**src/peak_detector_consts.svh**
```systemverilog
// Constants for the peak power and crossing detector
// Notes on behaviour
// - Peak flag sets when block peak rises above its upper threshold.
// - While enabled, flag clears only after peak stays below lower threshold whole delay.
// - Release delay is 16 bits, low and high byte, in clock cycles.
// - Select bit 0 feeds only the high comparator pair to the filter.
// - Select bit 1 feeds three-level minus one, zero, plus one value.
// - Crossing period is two to the power N, N in bits 3 to 0.
// - Crossing thresholds are 16-bit signed, 2 integer, 14 fraction bits.
// - Four crossing thresholds, low byte at lower address, high next.
// - Block peak spans programmed reduced samples, each peak of eight.
// - Enable bit turns detector on at 1, off at 0; 0 after reset.
// - Four hysteresis thresholds are 8-bit linear values, 256 full scale.
`ifndef PEAK_DETECTOR_CONSTS_SVH
`define PEAK_DETECTOR_CONSTS_SVH

`define IDX_ENABLE 8'h00
`define IDX_THR_UPPER_A 8'h07
`define IDX_THR_LOWER_A 8'h08
`define IDX_THR_UPPER_B 8'h09
`define IDX_THR_LOWER_B 8'h0a
`define IDX_DELAY_LOW 8'h0b
`define IDX_DELAY_HIGH 8'h0c
`define IDX_SELECT 8'h0d
`define IDX_PERIOD 8'h0e
`define IDX_F0_UPPER_LOW 8'h0f
`define IDX_F0_UPPER_HIGH 8'h10
`define IDX_F0_LOWER_LOW 8'h11
`define IDX_F0_LOWER_HIGH 8'h12
`define IDX_F1_UPPER_LOW 8'h16
`define IDX_F1_UPPER_HIGH 8'h17
`define IDX_F1_LOWER_LOW 8'h18
`define IDX_F1_LOWER_HIGH 8'h19
`define IDX_STATUS 8'h1f

`define BYTE_RESET 8'h00
`define WORD_RESET 16'h0000
`define ENABLE_BIT 0
`define SELECT_BIT 0
`define PERIOD_MSB 3
`define LANES 8
`define LANE_W 8
`define LENGTH_ONE 17'h00001
`define LEVEL_PLUS 2'sb01
`define LEVEL_ZERO 2'sb00
`define LEVEL_MINUS 2'sb11
`define APB_OK 1'b0
`define APB_ERR 1'b1

`endif

```
**src/peak_detector_pkg.sv**
```systemverilog
// Types for the peak power and crossing detector
package peak_detector_pkg;
  typedef logic [7:0] amp_t;
  typedef logic signed [1:0] level_t;
  typedef logic signed [15:0] frac_t;
  typedef enum logic {flag_clear, flag_set} hyst_state_t;
endpackage

```
**src/hyst_if.sv**
```systemverilog
// Carrier between the detector core and one hysteresis channel
`timescale 1ns/1ps
interface hyst_if;
  import peak_detector_pkg::*;
  amp_t peak;
  logic have_peak;
  amp_t upper;
  amp_t lower;
  logic [15:0] delay;
  logic enable;
  logic flag;
  modport core (output peak, have_peak, upper, lower, delay, enable,
    input flag);
  modport chan (input peak, have_peak, upper, lower, delay, enable,
    output flag);
endinterface

```
**src/peak_hysteresis.sv**
```systemverilog
// One peak hysteresis channel with release delay
`timescale 1ns/1ps
`include "peak_detector_consts.svh"
module peak_hysteresis
  import peak_detector_pkg::*;
(
  input wire logic clk,
  input wire logic rst,
  hyst_if.chan ch
);
  hyst_state_t state;
  hyst_state_t next_state;
  logic [15:0] count;
  logic [15:0] next_count;
  logic above;
  logic below;

  always_comb
  begin
    above = ch.have_peak && (ch.peak > ch.upper);
    below = ch.have_peak && (ch.peak < ch.lower);
    next_state = state;
    next_count = `WORD_RESET;
    if (!ch.enable)
    begin
      next_state = flag_clear;
    end
    else
    begin
      case (state)
        flag_clear:
        begin
          if (above)
          begin
            next_state = flag_set;
          end
        end
        flag_set:
        begin
          if (above || !below)
          begin
            next_count = `WORD_RESET;
          end
          else if (count >= ch.delay)
          begin
            next_state = flag_clear;
          end
          else
          begin
            next_count = count + 16'h0001;
          end
        end
        default:
        begin
          next_state = flag_clear;
        end
      endcase
    end
  end

  always_ff @(posedge clk)
  begin
    if (rst)
    begin
      state <= flag_clear;
      count <= `WORD_RESET;
    end
    else
    begin
      state <= next_state;
      count <= next_count;
    end
  end

  assign ch.flag = (state == flag_set);
endmodule

```
**src/peak_detector.sv**
```systemverilog
// Peak power and crossing detector core with APB register file
`timescale 1ns/1ps
`include "peak_detector_consts.svh"
module peak_detector
  import peak_detector_pkg::*;
(
  input wire logic clk,
  input wire logic rst,
  input wire logic psel,
  input wire logic penable,
  input wire logic pwrite,
  input wire logic [7:0] paddr,
  input wire logic [31:0] pwdata,
  output logic [31:0] prdata,
  output logic pready,
  output logic pslverr,
  input wire logic [63:0] sample_lanes,
  input wire logic [16:0] peak_block_length,
  output logic peak_flag_a,
  output logic peak_flag_b,
  output level_t iir_input,
  output logic crossing_tick,
  output frac_t filter0_upper_thr,
  output frac_t filter0_lower_thr,
  output frac_t filter1_upper_thr,
  output frac_t filter1_lower_thr,
  output amp_t block_peak
);
  // Register file
  logic peak_detector_enable;
  amp_t peak_upper_thr_a;
  amp_t peak_lower_thr_a;
  amp_t peak_upper_thr_b;
  amp_t peak_lower_thr_b;
  logic [15:0] release_delay_count;
  logic filter_input_select;
  logic [3:0] crossing_period_exponent;
  frac_t f0_upper;
  frac_t f0_lower;
  frac_t f1_upper;
  frac_t f1_lower;
  logic next_enable;
  amp_t next_upper_a;
  amp_t next_lower_a;
  amp_t next_upper_b;
  amp_t next_lower_b;
  logic [15:0] next_delay;
  logic next_select;
  logic [3:0] next_exponent;
  frac_t next_f0_upper;
  frac_t next_f0_lower;
  frac_t next_f1_upper;
  frac_t next_f1_lower;
  logic [31:0] next_prdata;
  logic next_pready;
  logic next_pslverr;
  logic [7:0] index;
  logic do_write;
  logic hit;
  logic [7:0] rd_byte;
  logic [7:0] wb;

  // Peak path
  amp_t reduced;
  amp_t run_max;
  amp_t next_run_max;
  logic [16:0] blk_cnt;
  logic [16:0] next_blk_cnt;
  amp_t next_block_peak;
  logic have_peak;
  logic next_have_peak;
  logic blk_end;
  level_t next_iir;
  logic [15:0] per_cnt;
  logic [15:0] next_per_cnt;
  logic [15:0] per_limit;
  logic next_tick;
  logic next_flag_a;
  logic next_flag_b;

  hyst_if ha();
  hyst_if hb();

  // APB access: one wait state, write and read at the pready edge
  always_comb
  begin
    index = {2'b00, paddr[7:2]};
    wb = pwdata[7:0];
    hit = 1'b1;
    rd_byte = `BYTE_RESET;
    case (index)
      `IDX_ENABLE: rd_byte = {7'h00, peak_detector_enable};
      `IDX_THR_UPPER_A: rd_byte = peak_upper_thr_a;
      `IDX_THR_LOWER_A: rd_byte = peak_lower_thr_a;
      `IDX_THR_UPPER_B: rd_byte = peak_upper_thr_b;
      `IDX_THR_LOWER_B: rd_byte = peak_lower_thr_b;
      `IDX_DELAY_LOW: rd_byte = release_delay_count[7:0];
      `IDX_DELAY_HIGH: rd_byte = release_delay_count[15:8];
      `IDX_SELECT: rd_byte = {7'h00, filter_input_select};
      `IDX_PERIOD: rd_byte = {4'h0, crossing_period_exponent};
      `IDX_F0_UPPER_LOW: rd_byte = f0_upper[7:0];
      `IDX_F0_UPPER_HIGH: rd_byte = f0_upper[15:8];
      `IDX_F0_LOWER_LOW: rd_byte = f0_lower[7:0];
      `IDX_F0_LOWER_HIGH: rd_byte = f0_lower[15:8];
      `IDX_F1_UPPER_LOW: rd_byte = f1_upper[7:0];
      `IDX_F1_UPPER_HIGH: rd_byte = f1_upper[15:8];
      `IDX_F1_LOWER_LOW: rd_byte = f1_lower[7:0];
      `IDX_F1_LOWER_HIGH: rd_byte = f1_lower[15:8];
      `IDX_STATUS: rd_byte = {6'h00, peak_flag_b, peak_flag_a};
      default: hit = 1'b0;
    endcase
    do_write = psel && penable && pready && pwrite && hit;
    next_pready = psel && penable && !pready;
    next_pslverr = next_pready ? !hit : `APB_OK;
    next_prdata = (next_pready && !pwrite) ? {24'h000000, rd_byte}
      : 32'h00000000;
  end

  // Register writes; unused upper bits are dropped
  always_comb
  begin
    next_enable = peak_detector_enable;
    next_upper_a = peak_upper_thr_a;
    next_lower_a = peak_lower_thr_a;
    next_upper_b = peak_upper_thr_b;
    next_lower_b = peak_lower_thr_b;
    next_delay = release_delay_count;
    next_select = filter_input_select;
    next_exponent = crossing_period_exponent;
    next_f0_upper = f0_upper;
    next_f0_lower = f0_lower;
    next_f1_upper = f1_upper;
    next_f1_lower = f1_lower;
    if (do_write)
    begin
      case (index)
        `IDX_ENABLE: next_enable = wb[`ENABLE_BIT];
        `IDX_THR_UPPER_A: next_upper_a = wb;
        `IDX_THR_LOWER_A: next_lower_a = wb;
        `IDX_THR_UPPER_B: next_upper_b = wb;
        `IDX_THR_LOWER_B: next_lower_b = wb;
        `IDX_DELAY_LOW: next_delay[7:0] = wb;
        `IDX_DELAY_HIGH: next_delay[15:8] = wb;
        `IDX_SELECT: next_select = wb[`SELECT_BIT];
        `IDX_PERIOD: next_exponent = wb[`PERIOD_MSB:0];
        `IDX_F0_UPPER_LOW: next_f0_upper[7:0] = wb;
        `IDX_F0_UPPER_HIGH: next_f0_upper[15:8] = wb;
        `IDX_F0_LOWER_LOW: next_f0_lower[7:0] = wb;
        `IDX_F0_LOWER_HIGH: next_f0_lower[15:8] = wb;
        `IDX_F1_UPPER_LOW: next_f1_upper[7:0] = wb;
        `IDX_F1_UPPER_HIGH: next_f1_upper[15:8] = wb;
        `IDX_F1_LOWER_LOW: next_f1_lower[7:0] = wb;
        `IDX_F1_LOWER_HIGH: next_f1_lower[15:8] = wb;
        default: next_enable = peak_detector_enable;
      endcase
    end
  end

  // Block peak over the programmed number of reduced samples
  always_comb
  begin
    reduced = sample_lanes[`LANE_W-1:0];
    for (int i = 1; i < `LANES; i++)
    begin
      if (sample_lanes[i*`LANE_W +: `LANE_W] > reduced)
      begin
        reduced = sample_lanes[i*`LANE_W +: `LANE_W];
      end
    end
    blk_end = (blk_cnt + `LENGTH_ONE) >= peak_block_length;
    next_run_max = (reduced > run_max) ? reduced : run_max;
    next_blk_cnt = blk_cnt + `LENGTH_ONE;
    next_block_peak = block_peak;
    next_have_peak = have_peak;
    if (!peak_detector_enable)
    begin
      next_run_max = `BYTE_RESET;
      next_blk_cnt = 17'h00000;
      next_have_peak = 1'b0;
    end
    else if (blk_end)
    begin
      next_block_peak = next_run_max;
      next_run_max = `BYTE_RESET;
      next_blk_cnt = 17'h00000;
      next_have_peak = 1'b1;
    end
  end

  // Filter input level and crossing period tick
  always_comb
  begin
    next_flag_a = ha.flag;
    next_flag_b = hb.flag;
    if (!filter_input_select)
    begin
      next_iir = ha.flag ? `LEVEL_PLUS : `LEVEL_ZERO;
    end
    else if (ha.flag)
    begin
      next_iir = `LEVEL_PLUS;
    end
    else
    begin
      next_iir = hb.flag ? `LEVEL_ZERO : `LEVEL_MINUS;
    end
    per_limit = (16'h0001 << crossing_period_exponent) - 16'h0001;
    next_tick = 1'b0;
    next_per_cnt = per_cnt + 16'h0001;
    if (!peak_detector_enable)
    begin
      next_per_cnt = `WORD_RESET;
      next_iir = `LEVEL_ZERO;
    end
    else if (per_cnt >= per_limit)
    begin
      next_per_cnt = `WORD_RESET;
      next_tick = 1'b1;
    end
  end

  always_ff @(posedge clk)
  begin
    if (rst)
    begin
      peak_detector_enable <= 1'b0;
      peak_upper_thr_a <= `BYTE_RESET;
      peak_lower_thr_a <= `BYTE_RESET;
      peak_upper_thr_b <= `BYTE_RESET;
      peak_lower_thr_b <= `BYTE_RESET;
      release_delay_count <= `WORD_RESET;
      filter_input_select <= 1'b0;
      crossing_period_exponent <= 4'h0;
      f0_upper <= `WORD_RESET;
      f0_lower <= `WORD_RESET;
      f1_upper <= `WORD_RESET;
      f1_lower <= `WORD_RESET;
      prdata <= 32'h00000000;
      pready <= 1'b0;
      pslverr <= `APB_OK;
      run_max <= `BYTE_RESET;
      blk_cnt <= 17'h00000;
      block_peak <= `BYTE_RESET;
      have_peak <= 1'b0;
      iir_input <= `LEVEL_ZERO;
      per_cnt <= `WORD_RESET;
      crossing_tick <= 1'b0;
      peak_flag_a <= 1'b0;
      peak_flag_b <= 1'b0;
      filter0_upper_thr <= `WORD_RESET;
      filter0_lower_thr <= `WORD_RESET;
      filter1_upper_thr <= `WORD_RESET;
      filter1_lower_thr <= `WORD_RESET;
    end
    else
    begin
      peak_detector_enable <= next_enable;
      peak_upper_thr_a <= next_upper_a;
      peak_lower_thr_a <= next_lower_a;
      peak_upper_thr_b <= next_upper_b;
      peak_lower_thr_b <= next_lower_b;
      release_delay_count <= next_delay;
      filter_input_select <= next_select;
      crossing_period_exponent <= next_exponent;
      f0_upper <= next_f0_upper;
      f0_lower <= next_f0_lower;
      f1_upper <= next_f1_upper;
      f1_lower <= next_f1_lower;
      prdata <= next_prdata;
      pready <= next_pready;
      pslverr <= next_pslverr;
      run_max <= next_run_max;
      blk_cnt <= next_blk_cnt;
      block_peak <= next_block_peak;
      have_peak <= next_have_peak;
      iir_input <= next_iir;
      per_cnt <= next_per_cnt;
      crossing_tick <= next_tick;
      peak_flag_a <= next_flag_a;
      peak_flag_b <= next_flag_b;
      filter0_upper_thr <= f0_upper;
      filter0_lower_thr <= f0_lower;
      filter1_upper_thr <= f1_upper;
      filter1_lower_thr <= f1_lower;
    end
  end

  // Hysteresis channels: pair a drives the high, pair b the low comparators
  assign ha.peak = block_peak;
  assign ha.have_peak = have_peak;
  assign ha.upper = peak_upper_thr_a;
  assign ha.lower = peak_lower_thr_a;
  assign ha.delay = release_delay_count;
  assign ha.enable = peak_detector_enable;
  assign hb.peak = block_peak;
  assign hb.have_peak = have_peak;
  assign hb.upper = peak_upper_thr_b;
  assign hb.lower = peak_lower_thr_b;
  assign hb.delay = release_delay_count;
  assign hb.enable = peak_detector_enable;

  peak_hysteresis u_chan_a (
    .clk(clk),
    .rst(rst),
    .ch(ha.chan)
  );

  peak_hysteresis u_chan_b (
    .clk(clk),
    .rst(rst),
    .ch(hb.chan)
  );
endmodule

```
**config.mk**
```make
export PLATFORM = sky130hd
export DESIGN_NAME = peak_detector
export DESIGN_NICKNAME = d
export VERILOG_FILES = /design/src/peak_detector_pkg.sv /design/src/hyst_if.sv /design/src/peak_hysteresis.sv /design/src/peak_detector.sv
export VERILOG_INCLUDE_DIRS = /design/src
export SDC_FILE = /design/constraint.sdc
export NUM_CORES = 1
export LEC_CHECK = 0
export ABC_AREA = 1
export BUFFER_PORTS_ARGS = -buffer_cell sky130_fd_sc_hd__buf_2
export CAP_MARGIN = 10
export CORE_MARGIN = 8
export CORE_UTILIZATION = 40
export DETAILED_ROUTE_END_ITERATION = 7
export GPL_TIMING_DRIVEN = 0
export HOLD_SLACK_MARGIN = 0.08
export PLACE_DENSITY = 0.58
export RECOVER_POWER = 25
export SKIP_CTS_REPAIR_TIMING = 1
export SLEW_MARGIN = 20
export SYNTH_ARGS = -nofsm -noshare
export SYNTH_HDL_FRONTEND = slang
export SYNTH_HIERARCHICAL = 1
export SYNTH_SLANG_ARGS = --single-unit
```
**constraint.sdc**
```tcl
create_clock -name clk -period 16.9 [get_ports clk]
set_input_delay 0 -clock clk [delete_from_list [all_inputs] [get_ports clk]]
set_output_delay 0 -clock clk [all_outputs]
set_load 0.02 [all_outputs]
```
==> flow_metrics.py, run 1 <==
metrics = {
    "status": {
        "outcome": "complete, no violations",
    },
    "place": {
        "dp_slack_ns": 4.24,
        "place_area_sq_um": 17800,
        "placedCellCount": 2965,
        "port_buffers": 186,
        "hpwl_um": 38800,
        "place_congestion": 0.943,
    },
    "timing": {
        "hold_viol_final": 0,
        "slew_headroom": 0.322,
        "setup-violations-final": 0,
        "drv_slew": 0,
        "finClkSkew_ns": 0.0127,
        "fin_crit_sh": 0.736,
        "worst_slew_pin_slew_ns": 0.991,
        "rsz0062_at_grt": "no",
        "tns_ns": 0,
        "fin_crit_ns": 12.43,
        "max_freq_mhz": 80.4,
        "hold_ws_ns": 0.0237,
        "timing.final.ws_setup_ns": 4.47,
    },
    "logic_synthesis": {
        "syn_inst": 2231,
        "synth.top_cell.area_share": 0.350,
        "synthesis.area_sq_um": 16100,
        "yosysWarningCount": 6,
        "ys_async_sr_fraction": 0,
        "synth_edf_count": 0,
        "ys_seq_area_frac": 0.350,
        "synth_area_leader_cell": "dfxtp_1",
        "ys_ff_latch": 281,
        "synthTopCellsByArea": "dfxtp_1 35%, ha_1 12%, inv_1 8.9%",
        "synthFlopType": "dfxtp_1",
        "avgSynthCellArea_sq_um": 7.21,
        "synth_most_common_cell": "inv_1",
        "synthTopCellsByCount": "382 x inv_1, 370 x nand2_1, 281 x dfxtp_1, 213 x nor2_1, 189 x a21oi_1",
        "yosysUniqueCellTypes": 54,
    },
    "layout": {
        "top_register": "blk_cnt",
        "largest_reg_flops": 17,
        "final_cells": 3051,
        "drive_gt1_frac": 0.104,
        "layout.nets": 2784,
        "antenna_cells": 0,
        "fin_area_sq_um": 19000,
        "areaGrowthSynthToFinish_pct": 18.4,
        "fillers": 4051,
    },
    "drt": {
        "drt-total-wl_um": 48700,
        "wl_per_cell_um": 16.0,
        "dr.pass1.iters": 5,
        "drt_iter0_drc": 955,
        "viasPerCell": 4.97,
        "via_count": 15165,
        "post-route-drc-count": 0,
        "antenna_left": 0,
    },
    "clocking": {
        "htree_levels": 1,
        "numCtsBuffers": 30,
        "clk_pin_slew_ns": 0.06,
        "root_buffer": "clkbuf_16",
        "clock-sinks": 281,
        "clk_path_buf_depth": 3,
        "cts_tree": "yes",
        "insertion_delay_ns": 0.57,
    },
    "setup_path": {
        "critPathMaxFanout": 10,
        "critPathKind": "primary input to register",
        "crit_required_ns": 17.32,
        "slowest_delay_ns": 0.57,
        "crit_slowest_cell": "dlygate4sd3_1",
        "cp-end-kind": "register",
        "arrival_ns": 12.86,
        "critPathLaunchType": "primary input",
    },
    "global_route": {
        "grt_pass1_vias": 14723,
        "grt_start_max_net_pins": 16,
        "grt-ovfl-total": 0,
        "antenna_found_initial": 1,
        "grt_pass1_wl_um": 76900,
        "grt_usage": 0.200,
    },
    "flow_run": {
        "cap_violations": 0,
    },
    "floorplan": {
        "dieArea_sq_um": 46900,
        "die_y_um": 217,
        "core_area_sq_um": 39700,
        "pin_count": 237,
        "initial_core_util": 0.405,
        "rows": 73,
        "chipWidth_um": 217,
    },
    "power_and_ir_drop": {
        "powerDensity_nw_per_um2": 119,
        "peakVddDrop_uv": 123,
        "p_leak_uw": 0.00805,
    },
    "min_path": {
        "hold_path_class": "primary input to register",
    },
}
==> through the flow <==
step                      power [uW]   util
after global routing            2440  0.479
after global placement          1440  0.447
after floorplan                 1280      -
after CTS                       2180  0.474
final                           2270  0.479
after detailed placement        1460  0.447
==> layer usage <==
| layer | GRT usage | wire (um) | vias up |
|---|---|---|---|
| li1 | - | - | 7757 |
| met1 | 0.250 | 21400 | 6846 |
| met2 | 0.334 | 22200 | 464 |
| met3 | 0.0358 | 3190 | 96 |
| met4 | 0.0836 | 1920 | 2 |
| met5 | 0 | 12 | - |
==> logic make-up after synthesis <==
kind of cell             synth area share
AO/OA/AOI/OAI                       0.146
XOR/XNOR                           0.0212
adder cells (fa/ha/maj)             0.121
buffers and inverters               0.121
flip-flops                          0.350
other                            0.000467
AND/OR/NAND/NOR                     0.241
==> final cells by class <==
cell class / instances / area (sq um) / share of cell area
multi-input combinational: 1493 / 8610 / 0.452
tap: 525 / 657 / 0.0345
timing repair buffer: 217 / 1130 / 0.0594
inverter: 389 / 1460 / 0.0767
sequential: 281 / 5630 / 0.295
buffer: 91 / 479 / 0.0252
clock inverter: 19 / 263 / 0.0138
clock buffer: 36 / 815 / 0.0428
==> worst max-delay path, delay by kind of cell <==
family / cells / cell delay (ns)
simple gates: 33 / 4.04
buf+inv: 13 / 2.65
fa+ha+maj: 8 / 2.48
compound gates: 19 / 3.68
==> power breakdown <==
group	internal, uW	switching [uW]
clock	424	289
combinational	373	517
sequential	662	0.162
total	1460	806
==> path summary, 6_finish.rpt <==
| check | end | from | cells after the start | slack [ns] |
|---|---|---|---|---|
| worst max-delay path | run_max[2] | sample_lanes[5] | 73 | 4.47 |
| worst max register to register | per_cnt[14] | crossing_period_exponent[3] | 20 | 12.89 |
| worst min register to register | filter0_lower_thr[7] | f0_lower[7] | 2 | 0.46 |
| worst min-delay path | block_peak[3] | sample_lanes[51] | 7 | 0.02 |
==> layout by cell type (no fill, tap or decap), drive strengths merged, types with 12 or more instances in the layout <==
master and n:
nand2 393, o21ai 136, nand3 111, dfxtp 281, a21oi 191, xor2 27
nand4 21, ha 155, a221oi 13, o22ai 29, nor3 59, clkbuf 182
xnor2 12, conb 25, buf 131, nor2 224, dlygate4sd3 31, inv 394
(Power assumes the default switching activity.)
==> run 2: changes to the inputs <==
==> constraint.sdc (replaced) <==
create_clock -name clk -period 11.9 [get_ports clk]
set_input_delay 0 -clock clk [delete_from_list [all_inputs] [get_ports clk]]
set_output_delay 0 -clock clk [all_outputs]
set_load 0.02 [all_outputs]
==> run 2 against run 1 <==
  * Die area unchanged
  * Global-route usage unchanged
  * Sequential cell count unchanged
  * Combinational power up 40%
  * Count of clock-buffer cells in the layout unchanged
  * Cell count about the same
==> flow_metrics.py, run 2 (same netlist as run 1, synthesis figures left out) <==
metrics = {
    "status": {
        "outcome": "complete, no violations",
    },
    "layout": {
        "fillers": 4042,
        "utilization": 0.482,
        "layout_common_cells": "381 x inv_1, 370 x nand2_1, 281 x dfxtp_1",
        "largest_reg_flops": 17,
        "fin_area_sq_um": 19100,
        "register_area_sq_um": 5630,
        "areaGrowthSynthToFinish_pct": 18.9,
        "layout.nets": 2787,
        "final_common_cell": "inv_1",
        "antenna_cells": 0,
        "top_register": "blk_cnt",
        "multi_input_area_sq_um": 8670,
        "drive_gt1_frac": 0.109,
    },
    "setup_path": {
        "arrival_ns": 11.25,
        "slowest_delay_ns": 0.40,
        "critPathLaunchType": "primary input",
        "critPathMaxFanout": 10,
        "critPathKind": "primary input to register",
        "cp-end-kind": "register",
        "crit_required_ns": 12.36,
        "crit_slowest_cell": "a2111oi_4",
        "worst_path_most_repeated_cell": "nand2_1",
    },
    "global_route": {
        "grt_start_max_net_pins": 16,
        "antenna_found_initial": 1,
        "grt_usage": 0.200,
        "grt-ovfl-total": 0,
        "grt_pass1_vias": 14723,
        "grt_pass1_wl_um": 76900,
    },
    "floorplan": {
        "pin_count": 237,
        "core_area_sq_um": 39700,
        "rows": 73,
        "chipWidth_um": 217,
        "initial_core_util": 0.405,
        "dieArea_sq_um": 46900,
        "die_y_um": 217,
    },
    "timing": {
        "drv_slew": 0,
        "hold_viol_final": 0,
        "slew_headroom": 0.346,
        "finClkSkew_ns": 0.0123,
        "setup-violations-final": 0,
        "worst_slew_pin_slew_ns": 0.957,
        "fin_crit_sh": 0.907,
        "max_freq_mhz": 92.7,
        "fin_crit_ns": 10.79,
        "hold_ws_ns": 0.0532,
        "timing.final.ws_setup_ns": 1.11,
    },
    "clocking": {
        "clk_pin_slew_ns": 0.06,
        "clk_path_buf_depth": 3,
        "insertion_delay_ns": 0.57,
        "clock-sinks": 281,
        "htree_levels": 1,
        "numCtsBuffers": 30,
        "cts_tree": "yes",
        "root_buffer": "clkbuf_16",
    },
    "power_and_ir_drop": {
        "powerDensity_nw_per_um2": 168,
        "peakVddDrop_uv": 190,
        "p_leak_uw": 0.00809,
    },
    "drt": {
        "post-route-drc-count": 0,
        "wl_per_cell_um": 16.0,
        "drt-total-wl_um": 48800,
        "drt_iter0_drc": 847,
        "antenna_left": 0,
        "viasPerCell": 4.97,
        "dr.pass1.iters": 5,
        "via_count": 15178,
    },
    "place": {
        "hpwl_um": 38800,
        "place_congestion": 0.943,
        "place_area_sq_um": 17800,
        "port_buffers": 186,
        "dp_slack_ns": -0.760,
    },
    "flow_run": {
        "cap_violations": 0,
    },
    "min_path": {
        "hold_path_class": "primary input to register",
    },
}
-- run 2: cell count changes in the layout (fill, tap and decap cells not counted), sizes merged --
| cell | previous run | this run |
|---|---|---|
| buf | 131 | 136 |
| clkbuf | 182 | 180 |
-- run 2: routing by layer --
metal	track usage	vias up	wire length (um)
li1	-	7771	-
met1	0.250	6838	21500
met2	0.334	463	22100
met3	0.0358	104	3220
met4	0.0836	2	1950
met5	0	-	10
-- run 2: worst paths after layout --
check	start	end	slack, ns	cells past startpoint
worst max register to register	crossing_period_exponent[3]	per_cnt[14]	7.90	20
worst min-delay path	peak_block_length[15]	ha.have_peak	0.05	7
worst min register to register	per_cnt[0]	per_cnt[0]	0.46	1
worst max-delay path	sample_lanes[7]	block_peak[5]	1.11	74
-- run 2: where the power goes --
part / switching [uW] / internal [uW] / total [uW]
Clock: 410 / 602 / 1010
Combinational: 761 / 492 / 1250
Sequential: 0.225 / 941 / 941
-- run 2: worst max-delay path, delay by kind of cell --
kind            cells  cell delay [ns]
fa+ha+maj           8             2.48
buf+inv            14             1.81
simple gates       37             4.38
compound gates     15             2.59
-- run 2: layout make-up --
cell class                      count  area share
Clock buffer                       36      0.0426
Sequential cell                   281       0.294
Clock inverter                     19      0.0137
Inverter                          389      0.0763
Timing Repair Buffer              220      0.0603
Multi-Input combinational cell   1493       0.453
Tap cell                          525      0.0343
Buffer                             91      0.0254
-- run 2: through the flow --
step / TNS [ns] / total power, uW / instances
final: 0 / 3210 / 3054
after global routing: -0.00986 / 3450 / 3054
after CTS: -3.12 / 3100 / 3020
after detailed placement: -11.82 / 2080 / 2965
after global placement: -8.43 / 2040 / 2965
after floorplan: 0 / 1810 / 2254
==> run 3: changes to the inputs <==
--- a/config.mk
+++ b/config.mk
@@ -6,7 +6,6 @@
 export SDC_FILE = /design/constraint.sdc
 export NUM_CORES = 1
 export LEC_CHECK = 0
-export ABC_AREA = 1
 export BUFFER_PORTS_ARGS = -buffer_cell sky130_fd_sc_hd__buf_2
 export CAP_MARGIN = 10
 export CORE_MARGIN = 8
==> run 3 against run 2 <==
  * The run now ends with setup timing left
  * Register-to-register slack worse by 1.0 ns
  * Highest routed layer is now met4
  * Synthesized area up 2.0%
  * Clock power down 5%
  * Critical path depth up 6
  * Non-clock buffer count up 35
  * Die area up 1.8%
  * Cell count down 12%
  * Sequential power about the same
  * Routed wire length up 3.0%
  * Setup slack worse by 3.2 ns
  * Critical path type unchanged
==> flow_metrics.py, run 3 <==
metrics = {
    "global_route": {
        "antenna_found_initial": 2,
        "grt_start_max_net_pins": 16,
        "grt_usage": 0.196,
        "grt-ovfl-total": 0,
        "grt_pass1_vias": 13976,
        "grt_pass1_wl_um": 76100,
    },
    "power_and_ir_drop": {
        "peakVddDrop_uv": 247,
        "powerDensity_nw_per_um2": 171,
        "p_leak_uw": 0.00812,
    },
    "place": {
        "place_area_sq_um": 18400,
        "placedCellCount": 2578,
        "hpwl_um": 38100,
        "dp_slack_ns": -3.53,
        "port_buffers": 181,
        "place_congestion": 0.923,
    },
    "logic_synthesis": {
        "ys_seq_area_frac": 0.343,
        "avgSynthCellArea_sq_um": 8.93,
        "synth_edf_count": 0,
        "ys_ff_latch": 281,
        "yosysUniqueCellTypes": 89,
        "synth_area_leader_cell": "dfxtp_1",
        "yosysWarningCount": 6,
        "synth_most_common_cell": "dfxtp_1",
        "synthTopCellsByArea": "dfxtp_1 34%, ha_1 12%, mux2i_1 9.1%",
        "ys_async_sr_fraction": 0,
        "synthFlopType": "dfxtp_1",
        "synthesis.area_sq_um": 16400,
        "synthTopCellsByCount": "281 x dfxtp_1, 215 x nor2_1, 157 x inv_1, 155 x ha_1, 149 x mux2i_1",
        "synth.top_cell.area_share": 0.343,
        "syn_inst": 1837,
    },
    "floorplan": {
        "chipWidth_um": 219,
        "pin_count": 237,
        "initial_core_util": 0.404,
        "dieArea_sq_um": 47700,
        "rows": 74,
        "core_area_sq_um": 40600,
        "die_y_um": 219,
    },
    "drt": {
        "dr_wl_met2_um": 23500,
        "viasPerCell": 5.37,
        "wl_met1_um": 21800,
        "post-route-drc-count": 0,
        "drt_iter0_drc": 1003,
        "highest_layer": "met4",
        "dr.pass1.iters": 5,
        "wl_per_cell_um": 18.6,
        "antenna_left": 0,
        "route.met3.wl_um": 3200,
        "via_count": 14500,
        "drt-total-wl_um": 50200,
    },
    "setup_path": {
        "arrival_ns": 14.45,
        "ff2ff_path_depth": 20,
        "crit_required_ns": 12.37,
        "cp-end-kind": "register",
        "crit_slowest_cell": "or4_4",
        "worst_path_most_repeated_cell": "a21oi_2",
        "slowest_delay_ns": 0.52,
        "r2r-end": "block_peak[5]",
        "critPathMaxFanout": 8,
        "reg2reg_from": "blk_cnt[0]",
        "critPathKind": "primary input to register",
        "critPathLaunchType": "primary input",
        "reg2reg_slack_ns": 6.87,
    },
    "clocking": {
        "numCtsBuffers": 30,
        "clk_path_buf_depth": 3,
        "htree_levels": 1,
        "cts_tree": "yes",
        "insertion_delay_ns": 0.56,
        "clk_pin_slew_ns": 0.07,
        "root_buffer": "clkbuf_16",
        "clock-sinks": 281,
    },
    "layout": {
        "final_common_cell": "dfxtp_1",
        "drive_gt1_frac": 0.187,
        "top_register": "blk_cnt",
        "layout.nets": 2425,
        "areaGrowthSynthToFinish_pct": 24.8,
        "layout_common_cells": "281 x dfxtp_1, 207 x nor2_1, 154 x inv_1",
        "final_cells": 2700,
        "fin_area_sq_um": 20500,
        "largest_reg_flops": 17,
    },
    "timing": {
        "setup-violations-final": 16,
        "timing.final.ws_setup_ns": -2.08,
        "rsz0062_at_grt": "yes",
        "fin_crit_ns": 13.98,
        "drv_slew": 0,
        "fin_crit_sh": 1.17,
        "finClkSkew_ns": 0.0212,
        "hold_ws_ns": 0.0459,
        "hold_viol_final": 0,
        "max_freq_mhz": 71.5,
        "worst_slew_pin_slew_ns": 1.04,
        "slew_headroom": 0.308,
    },
    "min_path": {
        "hold_path_class": "primary input to register",
        "whs_path_depth": 5,
        "holdCritStartpoint": "sample_lanes[52]",
        "whs_endpoint": "block_peak[4]",
    },
    "flow_run": {
        "cap_violations": 0,
    },
    "status": {
        "failed_checks": "setup timing",
        "outcome": "finished, violations left",
    },
}
## run 3: cell count changes after synthesis, sizes merged, moves of 29 or more
cell / change
nand2: -332
inv: -232
mux2i: +149
a21oi: -138
o21ai: -92
nor2b: +90
nand3: -67
a21o: +40
and3: +29
nand2b: +29
o22ai: -29
## run 3: critical path, delay by kind of cell
kind,cells,cell delay [ns]
compound gates,28,5.42
fa+ha+maj,8,1.89
buf+inv,10,1.19
mux,8,1.82
simple gates,26,4.08
## run 3: cell families after synthesis
logic type	synth area share
simple gates	0.209
compound gates	0.131
flops	0.343
buf+inv	0.0646
mux	0.100
fa+ha+maj	0.119
xor+xnor	0.0326
other cells	0.000458
## run 3: routing by layer
| metal | vias to the layer above | GRT usage |
|---|---|---|
| met4 | 0 | 0.0694 |
| met5 | - | 0 |
| li1 | 7069 | - |
| met2 | 468 | 0.331 |
| met1 | 6867 | 0.251 |
| met3 | 96 | 0.0283 |
## run 3: where the power goes
part / total (uW) / internal, uW / switching (uW)
Combinational: 1600 / 764 / 835
Sequential: 941 / 941 / 0.154
Clock: 964 / 562 / 402
## run 3: worst max-delay path by stage
| stage | from | end | slack [ns] | cells past startpoint |
|---|---|---|---|---|
| finish | sample_lanes[1] | block_peak[2] | -2.08 | 80 |
| global route | sample_lanes[1] | block_peak[2] | -2.86 | 79 |
| CTS | sample_lanes[1] | block_peak[2] | -2.98 | 83 |
| detailed placement | sample_lanes[1] | block_peak[0] | -3.53 | 84 |
| global placement | sample_lanes[1] | block_peak[0] | -3.38 | 82 |
| floorplan | sample_lanes[1] | run_max[0] | -1.27 | 79 |
## run 3: through the flow
step	setup TNS, ns	utilization	power (uW)
final	-32.48	0.503	3500
after global routing	-44.67	0.503	3700
after CTS	-46.51	0.477	3000
after detailed placement	-55.45	0.452	2030
after global placement	-53.06	0.449	2010
after floorplan	-19.88	-	1790
## run 3: cell type report
class                   instances  area, sq um
repair buffers                252         1420
inverters                     157          602
clock inverters                19          205
clock buffers                  35          821
diodes                          2         5.00
multi-input cells            1328        10600
well taps                     532          666
flip-flops and latches        281         5630
fillers                      3854        20200
plain buffers                  94          528
